==> src/inc/eamg_consts.vh <==
// Constants for the effective-address and circular-buffer generator.
// Assumes a 16-bit data path and a 3-bit register port address.
`ifndef EAMG_CONSTS_VH
`define EAMG_CONSTS_VH

// ====================================================================
// Register offsets
`define EAMG_OFS_CTRL 3'h0
`define EAMG_OFS_XSTART 3'h1
`define EAMG_OFS_XEND 3'h2
`define EAMG_OFS_YSTART 3'h3
`define EAMG_OFS_YEND 3'h4
`define EAMG_OFS_STATUS 3'h5

// ====================================================================
// Control fields and reset values
`define EAMG_BIT_XEN 15
`define EAMG_BIT_YEN 14
`define EAMG_XSEL_HI 3
`define EAMG_XSEL_LO 0
`define EAMG_YSEL_HI 7
`define EAMG_YSEL_LO 4
`define EAMG_SEL_OFF 4'hF
`define EAMG_CTRL_RST 16'h00FF
`define EAMG_BUF_RST 16'h0000

// ====================================================================
// Generator selects
`define EAMG_GEN_XR 2'h0
`define EAMG_GEN_XW 2'h1
`define EAMG_GEN_Y 2'h2

// ====================================================================
// Addressing modes
`define EAMG_M_FILE 4'h0
`define EAMG_M_REGDIR 4'h1
`define EAMG_M_IND 4'h2
`define EAMG_M_POST 4'h3
`define EAMG_M_PRE 4'h4
`define EAMG_M_IDX 4'h5
`define EAMG_M_LITOFS 4'h6
`define EAMG_M_DSP 4'h7
`define EAMG_M_LIT5 4'h8
`define EAMG_M_BRANCH 4'h9
`define EAMG_M_INTERRUPT_DISABLE_INSTRUCTION 4'hA

// ====================================================================
// Dual-operand sub-operations
`define EAMG_DSP_IND 3'h0
`define EAMG_DSP_INC2 3'h1
`define EAMG_DSP_INC4 3'h2
`define EAMG_DSP_INC6 3'h3
`define EAMG_DSP_DEC2 3'h4
`define EAMG_DSP_DEC4 3'h5
`define EAMG_DSP_DEC6 3'h6
`define EAMG_DSP_IDX 3'h7
`define EAMG_DSP_PTR_HI 2'h2

`endif

==> src/verilog/eamg_agu.v <==
// Effective-address generator with X and Y circular-buffer correction.
// Assumes the decoder presents one request per cycle with register values
// already read from the working-register file.
//
// What this block does
// - File-direct: 13-bit field addresses first 8192 bytes.
// - File ops take working register zero as destination when the request asks for it.
// - First source register direct; second register/memory/5-bit literal.
// - Indirect: address is unmodified pointer.
// - Post-modify: use pointer, then step it.
// - Pre-modify: step pointer by signed constant, use it.
// - Indexed adds base register; literal offset adds literal.
// - Move source and destination share one base field.
// - Dual-operand pointers 8-11; 8,9 X read, 10,11 Y.
// - Dual-operand indexed only through pointers 9 and 11.
// - Dual-operand: indirect, indexed, post-modify by 2/4/6.
// - Branch 16-bit signed literal; interrupt-disable 14-bit unsigned.
// - One X and one Y buffer, any pointer but 15.
// - Power-of-two buffers checked at both boundaries.
// - Length from 16-bit start/end, up to 32K words.
// - Y circular corrected addresses always word aligned; indirect and post-modify put out the pointer as read.
// - X circular needs control bit 15 and select.
// - Y circular needs control bit 14 and select.
// - Boundaries test beyond, not only equal.
// - Corrected pointer written back only for pre/post modify.
// - Bit-reverse disables circular on X write only.
//
// Local design decisions: the address map and the strobed register port.
`include "eamg_consts.vh"

module eamg_agu (
	input wire sys_clk,
	input wire reset,
	input wire [2:0] reg_addr,
	input wire [15:0] reg_wdata,
	input wire reg_wr,
	input wire reg_rd,
	output reg [15:0] reg_rdata,
	input wire req_valid,
	input wire [1:0] req_gen,
	input wire [3:0] req_mode,
	input wire [3:0] pointer_register,
	input wire [15:0] pointer_value,
	input wire [15:0] base_register,
	input wire [15:0] req_literal,
	input wire [15:0] req_modifier,
	input wire [2:0] dsp_op,
	input wire dest_to_default_working_register,
	input wire bitrev_active,
	output reg [15:0] ea,
	output reg ea_valid,
	output reg [1:0] ea_gen,
	output reg [15:0] operand,
	output reg operand_valid,
	output reg wb_en,
	output reg [3:0] wb_index,
	output reg [15:0] wb_value,
	output reg default_working_register_zero_dest,
	output reg dsp_error
);

	// ====================================================================
	// Circular fold, shared by the X and Y generators
	function [16:0] eamg_fold;
		input [15:0] a;
		input [15:0] s;
		input [15:0] e;
		input up;
		input ysp;
		reg [16:0] len;
		reg p2;
		reg [15:0] r;
		reg w;
		begin
			len = {1'b0, e} - {1'b0, s} + 17'h0_0001;
			p2 = (len & (len - 17'h0_0001)) == 17'h0_0000;
			r = a;
			w = 1'b0;
			// A power-of-two buffer meets both alignment limits, so it can run either way.
			if ((up || p2) && a > e) begin
				r = a - len[15:0];
				w = 1'b1;
			end else if ((!up || p2) && a < s) begin
				r = a + len[15:0];
				w = 1'b1;
			end
			if (ysp)
				r[0] = 1'b0;
			eamg_fold = {w, r};
		end
	endfunction

	// ====================================================================
	// Circular select: an enabled space whose select names this pointer
	function eamg_circ_hit;
		input en;
		input [3:0] sel;
		input [3:0] ptr;
		begin
			// Select value 15 parks the space, so no pointer can wrap by accident.
			eamg_circ_hit = en && sel != `EAMG_SEL_OFF && ptr == sel;
		end
	endfunction

	// ====================================================================
	// Dual-operand step: fixed post-modify constants or the shared base
	function [15:0] eamg_dsp_step;
		input [2:0] op;
		input [15:0] base;
		begin
			case (op)
				`EAMG_DSP_INC2: begin
					eamg_dsp_step = 16'h0002;
				end
				`EAMG_DSP_INC4: begin
					eamg_dsp_step = 16'h0004;
				end
				`EAMG_DSP_INC6: begin
					eamg_dsp_step = 16'h0006;
				end
				`EAMG_DSP_DEC2: begin
					eamg_dsp_step = 16'hFFFE;
				end
				`EAMG_DSP_DEC4: begin
					eamg_dsp_step = 16'hFFFC;
				end
				`EAMG_DSP_DEC6: begin
					eamg_dsp_step = 16'hFFFA;
				end
				`EAMG_DSP_IDX: begin
					eamg_dsp_step = base;
				end
				default: begin
					eamg_dsp_step = 16'h0000;
				end
			endcase
		end
	endfunction

	// ====================================================================
	// Register read mux; unmapped indices read as zero
	function [15:0] eamg_reg_read;
		input [2:0] a;
		input [15:0] ctrl;
		input [15:0] xs;
		input [15:0] xe;
		input [15:0] ys;
		input [15:0] ye;
		input [1:0] wrap;
		begin
			case (a)
				`EAMG_OFS_CTRL: begin
					eamg_reg_read = ctrl;
				end
				`EAMG_OFS_XSTART: begin
					eamg_reg_read = xs;
				end
				`EAMG_OFS_XEND: begin
					eamg_reg_read = xe;
				end
				`EAMG_OFS_YSTART: begin
					eamg_reg_read = ys;
				end
				`EAMG_OFS_YEND: begin
					eamg_reg_read = ye;
				end
				`EAMG_OFS_STATUS: begin
					eamg_reg_read = {14'h0, wrap};
				end
				default: begin
					eamg_reg_read = 16'h0000;
				end
			endcase
		end
	endfunction

	// ====================================================================
	// Registers
	reg [15:0] circular_addressing_control;
	reg [15:0] x_buffer_start_address;
	reg [15:0] x_buffer_end_address;
	reg [15:0] y_buffer_start_address;
	reg [15:0] y_buffer_end_address;
	reg [1:0] last_wrap;

	wire [3:0] x_pointer_select;
	wire [3:0] y_pointer_select;
	wire x_circular_enable;
	wire y_circular_enable;
	assign x_pointer_select = circular_addressing_control[`EAMG_XSEL_HI:`EAMG_XSEL_LO];
	assign y_pointer_select = circular_addressing_control[`EAMG_YSEL_HI:`EAMG_YSEL_LO];
	assign x_circular_enable = circular_addressing_control[`EAMG_BIT_XEN];
	assign y_circular_enable = circular_addressing_control[`EAMG_BIT_YEN];

	always @(posedge sys_clk) begin
		if (reset) begin
			circular_addressing_control <= `EAMG_CTRL_RST;
			x_buffer_start_address <= `EAMG_BUF_RST;
			x_buffer_end_address <= `EAMG_BUF_RST;
			y_buffer_start_address <= `EAMG_BUF_RST;
			y_buffer_end_address <= `EAMG_BUF_RST;
			reg_rdata <= 16'h0000;
		end else begin
			if (reg_wr) begin
				case (reg_addr)
					`EAMG_OFS_CTRL: circular_addressing_control <= reg_wdata;
					`EAMG_OFS_XSTART: x_buffer_start_address <= reg_wdata;
					`EAMG_OFS_XEND: x_buffer_end_address <= reg_wdata;
					`EAMG_OFS_YSTART: y_buffer_start_address <= reg_wdata;
					`EAMG_OFS_YEND: y_buffer_end_address <= reg_wdata;
					default: ;
				endcase
			end
			if (reg_rd) begin
				reg_rdata <= eamg_reg_read(reg_addr, circular_addressing_control,
					x_buffer_start_address, x_buffer_end_address, y_buffer_start_address,
					y_buffer_end_address, last_wrap);
			end else begin
				reg_rdata <= 16'h0000;
			end
		end
	end

	// ====================================================================
	// Address calculation
	reg [1:0] gen;
	reg legal;
	reg [15:0] step;
	reg [15:0] sum;
	reg modify;
	reg offset;
	reg up;
	reg circ_x;
	reg circ_y;
	reg [16:0] folded;
	reg [15:0] fixed;
	reg [15:0] next_ea;
	reg next_ea_valid;
	reg [15:0] next_operand;
	reg next_operand_valid;
	reg next_wb_en;
	reg [15:0] next_wb_value;
	reg next_default_working_register_zero;
	reg [1:0] next_wrap;

	always @* begin
		gen = req_gen;
		legal = 1'b1;
		step = req_modifier;
		modify = 1'b0;
		offset = 1'b0;
		if (req_mode == `EAMG_M_DSP) begin
			// Only pointers 8 to 11 reach the dual-operand path; bit 1 picks the space.
			legal = pointer_register[3:2] == `EAMG_DSP_PTR_HI;
			gen = pointer_register[1] ? `EAMG_GEN_Y : `EAMG_GEN_XR;
			step = eamg_dsp_step(dsp_op, base_register);
			if (dsp_op == `EAMG_DSP_IDX) begin
				legal = legal && pointer_register[0];
			end
			modify = dsp_op != `EAMG_DSP_IND && dsp_op != `EAMG_DSP_IDX;
			offset = dsp_op == `EAMG_DSP_IDX;
		end else if (req_mode == `EAMG_M_IDX) begin
			step = base_register;
			offset = 1'b1;
		end else if (req_mode == `EAMG_M_LITOFS) begin
			step = req_literal;
			offset = 1'b1;
		end else begin
			modify = req_mode == `EAMG_M_POST || req_mode == `EAMG_M_PRE;
		end
		sum = pointer_value + step;
		up = !step[15];
		circ_x = eamg_circ_hit(x_circular_enable, x_pointer_select, pointer_register)
			&& gen != `EAMG_GEN_Y
			&& !(gen == `EAMG_GEN_XW && bitrev_active);
		circ_y = eamg_circ_hit(y_circular_enable, y_pointer_select, pointer_register)
			&& gen == `EAMG_GEN_Y;
		if (circ_y)
			folded = eamg_fold(sum, y_buffer_start_address, y_buffer_end_address, up, 1'b1);
		else if (circ_x)
			folded = eamg_fold(sum, x_buffer_start_address, x_buffer_end_address, up, 1'b0);
		else
			folded = {1'b0, sum};
		fixed = (modify || offset) ? folded[15:0] : sum;
		next_wrap = (modify || offset) && folded[16] ? {circ_y, circ_x} : 2'b00;
		next_ea = 16'h0000;
		next_ea_valid = 1'b0;
		next_operand = 16'h0000;
		next_operand_valid = 1'b0;
		next_wb_en = 1'b0;
		next_wb_value = fixed;
		next_default_working_register_zero = 1'b0;
		case (req_mode)
			`EAMG_M_FILE: begin
				next_ea = {3'b000, req_literal[12:0]};
				next_ea_valid = 1'b1;
				next_default_working_register_zero = dest_to_default_working_register;
			end
			`EAMG_M_REGDIR: begin
				next_operand = pointer_value;
				next_operand_valid = 1'b1;
			end
			`EAMG_M_IND: begin
				next_ea = pointer_value;
				next_ea_valid = 1'b1;
			end
			`EAMG_M_POST: begin
				next_ea = pointer_value;
				next_ea_valid = 1'b1;
				next_wb_en = 1'b1;
			end
			`EAMG_M_PRE: begin
				next_ea = fixed;
				next_ea_valid = 1'b1;
				next_wb_en = 1'b1;
			end
			`EAMG_M_IDX, `EAMG_M_LITOFS: begin
				next_ea = fixed;
				next_ea_valid = 1'b1;
			end
			`EAMG_M_DSP: begin
				next_ea = offset ? fixed : pointer_value;
				next_ea_valid = legal;
				next_wb_en = legal && modify;
			end
			`EAMG_M_LIT5: begin
				next_operand = {11'h0, req_literal[4:0]};
				next_operand_valid = 1'b1;
			end
			`EAMG_M_BRANCH: begin
				next_operand = req_literal;
				next_operand_valid = 1'b1;
			end
			`EAMG_M_INTERRUPT_DISABLE_INSTRUCTION: begin
				next_operand = {2'b00, req_literal[13:0]};
				next_operand_valid = 1'b1;
			end
			default: ;
		endcase
	end

	// ====================================================================
	// Registered answer, one cycle after the request
	always @(posedge sys_clk) begin
		if (reset) begin
			ea <= 16'h0000;
			ea_valid <= 1'b0;
			ea_gen <= `EAMG_GEN_XR;
			operand <= 16'h0000;
			operand_valid <= 1'b0;
			wb_en <= 1'b0;
			wb_index <= 4'h0;
			wb_value <= 16'h0000;
			default_working_register_zero_dest <= 1'b0;
			dsp_error <= 1'b0;
			last_wrap <= 2'b00;
		end else begin
			ea <= next_ea;
			ea_valid <= req_valid && next_ea_valid;
			ea_gen <= gen;
			operand <= next_operand;
			operand_valid <= req_valid && next_operand_valid;
			wb_en <= req_valid && next_wb_en;
			wb_index <= pointer_register;
			wb_value <= next_wb_value;
			default_working_register_zero_dest <= req_valid && next_default_working_register_zero;
			dsp_error <= req_valid && req_mode == `EAMG_M_DSP && !legal;
			if (req_valid)
				last_wrap <= next_wrap;
		end
	end

endmodule
==> config.mk <==
export PLATFORM = sky130hd
export DESIGN_NAME = eamg_agu
export DESIGN_NICKNAME = d
export VERILOG_FILES = /design/src/verilog/eamg_agu.v
export VERILOG_INCLUDE_DIRS = /design/src /design/src/inc
export SDC_FILE = /design/constraint.sdc
export NUM_CORES = 1
export LEC_CHECK = 0
export BUFFER_PORTS_ARGS = -buffer_cell sky130_fd_sc_hd__buf_2
export CORE_MARGIN = 2
export CORE_UTILIZATION = 57
export DETAILED_ROUTE_END_ITERATION = 10
export HOLD_SLACK_MARGIN = 0.05
export PLACE_DENSITY = 0.78
export RECOVER_POWER = 50
export SKIP_CTS_REPAIR_TIMING = 1
export SLEW_MARGIN = 25
export SYNTH_ARGS = -nofsm -noshare
export SYNTH_HDL_FRONTEND = slang
export SYNTH_SLANG_ARGS = --single-unit
==> constraint.sdc <==
create_clock -name sys_clk -period 8.8 [get_ports sys_clk]
set_input_delay 0.88 -clock sys_clk [delete_from_list [all_inputs] [get_ports sys_clk]]
set_output_delay 0.88 -clock sys_clk [all_outputs]
set_load 0.05 [all_outputs]
==> impl_metrics.toml <==
[cells_and_area]
nets = 2382
fin_area_sq_um = 16300
areaGrowthSynthToFinish_pct = 11.4
antennaDiodeCount = 0
drive_above_1_share_pct = 10.2

[clocking]
root_buffer = "clkbuf_16"
htree_num_levels = 4
clk_latency_ps = 450
numCtsBuffers = 17
cts.sinks = 157
clk_pin_slew_worst_paths_ps = 70
clock_path_buffers = 2
tritoncts = "built"

[synthesis]
seq_area_frac_synth_pct = 21.5
synth_adder_area_share_pct = 17.8
synth_edf_count = 0
yosysWarnings = 0
synth_top_family_by_area = "compound AO/OA/AOI/OAI gates"
yosysTopAreaCell = "dfxtp_1"
postSynthCellCount = 1940
synth_top_area_share_pct = 21.5
ys_types = 94
synthSimpleGateAreaFrac_pct = 20.8
synthTopCellsByArea = "dfxtp_1, ha_1, nand2_1"
async_flop_share_pct = 0
avgSynthCellArea_sq_um = 7.55
synthTopCellsByCount = "nand2_1, ha_1, a21oi_1, nor2_1, dfxtp_1"
yosysMostFrequentCell = "nand2_1"
synth-compound-area-share_pct = 28.2
syn_nets = 2245
synth_area_sq_um = 14600
muxShareOfSynthArea_pct = 2.03
ys_ff_latch = 157
synth_xor_area_share_pct = 3.82
ys.flop_type = "dfxtp_1"

[setup_path]
crit_type = "in2reg"
arrival_ps = 8130
cp-end-kind = "register"
max_stage_delay_ps = 450
slowest_stage = "nor3_2"
start_kind = "primary input"
crit_required_ps = 9150
crit_path_frequent_cell = "o21ai_0"
worst-path-max-fanout = 13

[power_and_ir_drop]
p_clk_share_pct = 22.2
leakage_nw = 6.61
sequentialPowerShare_pct = 21.1
internal_power_mw = 1.93
p_per_area_nw_per_um2 = 221
p_total_mw = 3.60
combPwrFrac_pct = 56.7
vdd_drop_max_mv = 0.165
p_switching_mw = 1.67
swShare_pct = 46.4

[grt]
grt_pass1_wl_microns = 80000
grt_overflow = 0
grt_pass1_vias = 14595
grt.total_usage_pct = 38.1
antenna_found_initial = 0
grt_max_degree = 88

[sta]
worst_pin_slew_ps = 3690
maxSlewHeadroom_pct = -146
period_needed_ps = 7780
report.final.slew_viol_count = 119
setup-tns-final_ps = 0
fin_skew_ps = 22.1
rsz0062_at_grt = "false"
hold_viol = 0
max_freq_ghz = 0.129
period_share_pct = 88.4
setup_viol = 0

[run_status]
violations = "capacitance limit, slew limit"
status = "complete, but fails checks"

[floorplan]
initial_core_util_pct = 58.1
rows = 58
io_pins = 178
die_h_microns = 164
die_area_sq_um = 27000
core-area_sq_um = 25200
die-width_microns = 164

[routing]
drt_iter0_markers = 1770
antenna_left = 0
vias = 15911
drc = 0
wl_per_cell_microns = 21.8
drt_first_pass_iters = 6
via_per_inst = 6.58
wl_microns = 52700

[place]
hpwlAfterDp_microns = 40400
gp_congestion = 0.979
post_dp_cell_area_sq_um = 15800
port_buffers = 177

[flow_run]
max_cap_viol_count = 2

[hold_path]
hp-class = "reg2reg"
power groups by stage:
stage / clock network, mW / registers, mW / logic [mW]
after floorplan: 0 / 0.837 / 1.38
after global placement: 0 / 0.773 / 1.95
after detailed placement: 0 / 0.774 / 1.97
after CTS: 0.794 / 0.758 / 1.99
after global routing: 0.821 / 0.761 / 2.20
final: 0.800 / 0.760 / 2.04
flip-flops by register name, summed over array words and instances (netlist names), 4 cells and up:
signal	flops
y_buffer_end_address	16
y_buffer_start_address	16
wb_value	16
operand	16
wb_index	4
ea	16
circular_addressing_control	16
x_buffer_start_address	16
reg_rdata	16
x_buffer_end_address	16
critical path: cells and delay by family:
kind	cells	cell delay (ps)
AND/OR/NAND/NOR	13	2500
adder cells (fa/ha/maj)	3	1000
buffers and inverters	5	820
AO/OA/AOI/OAI	14	2900
worst paths after layout:
path / slack (ps) / to / cells after the start / from
setup / recovery: 1020 / ea[12] / 35 / req_mode[3]
hold / removal: 460 / circular_addressing_control[12] / 2 / circular_addressing_control[12]
setup reg to reg: 3050 / ea[15] / 22 / x_buffer_end_address[1]
hold reg to reg: 460 / circular_addressing_control[12] / 2 / circular_addressing_control[12]
kinds of logic after synthesis:
family,Yosys count
AOI/OAI and AO/OA,608
xor gates and xnor gates,63
adders and majority gates,205
buffers and inverters,223
DFF,157
muxes,25
and+or+nand+nor,659
cell type report:
class | count | area, sq um
Multi-Input combinational cell | 1560 | 10700
Timing Repair Buffer | 199 | 943
Sequential cell | 157 | 3140
Tap cell | 330 | 413
Clock buffer | 17 | 425
Clock inverter | 14 | 174
Fill cell | 2254 | 8880
Inverter | 142 | 533
layer usage:
| layer | track usage [%] | up-vias | routed length, microns |
|---|---|---|---|
| li1 | - | 7308 | - |
| met1 | 49.5 | 7507 | 21500 |
| met2 | 60.7 | 891 | 23800 |
| met3 | 4.92 | 205 | 4120 |
| met4 | 21.6 | 0 | 3280 |
| met5 | 0 | - | 0 |
per-stage QoR:
stage          setup WS, ps  hold slack (ps)  std cells  utilization (%)
2_1_floorplan          2140              433       1940                -
3_3_place_gp           1070              441       2388             62.7
3_5_place_dp            835              447       2388             62.8
4_1_cts                1220              457       2419             65.1
5_1_grt                 295              493       2419             64.7
6_report               1020              459       2419             64.7
cell usage in the layout (no fill, tap or decap), drive strengths merged, types with 21 or more instances in the layout:
cell type,count
xnor2,49
a31oi,41
nor3,38
a221oi,22
nand2,250
clkbuf,97
a21oi,186
a211oi,24
o21bai,21
o21ai,73
o211ai,25
buf,119
dfxtp,157
a21o,37
nor2b,34
nor2,180
inv,150
ha,195
a22oi,36
nand3,25
Note: power is estimated with default switching activity, not from simulation.
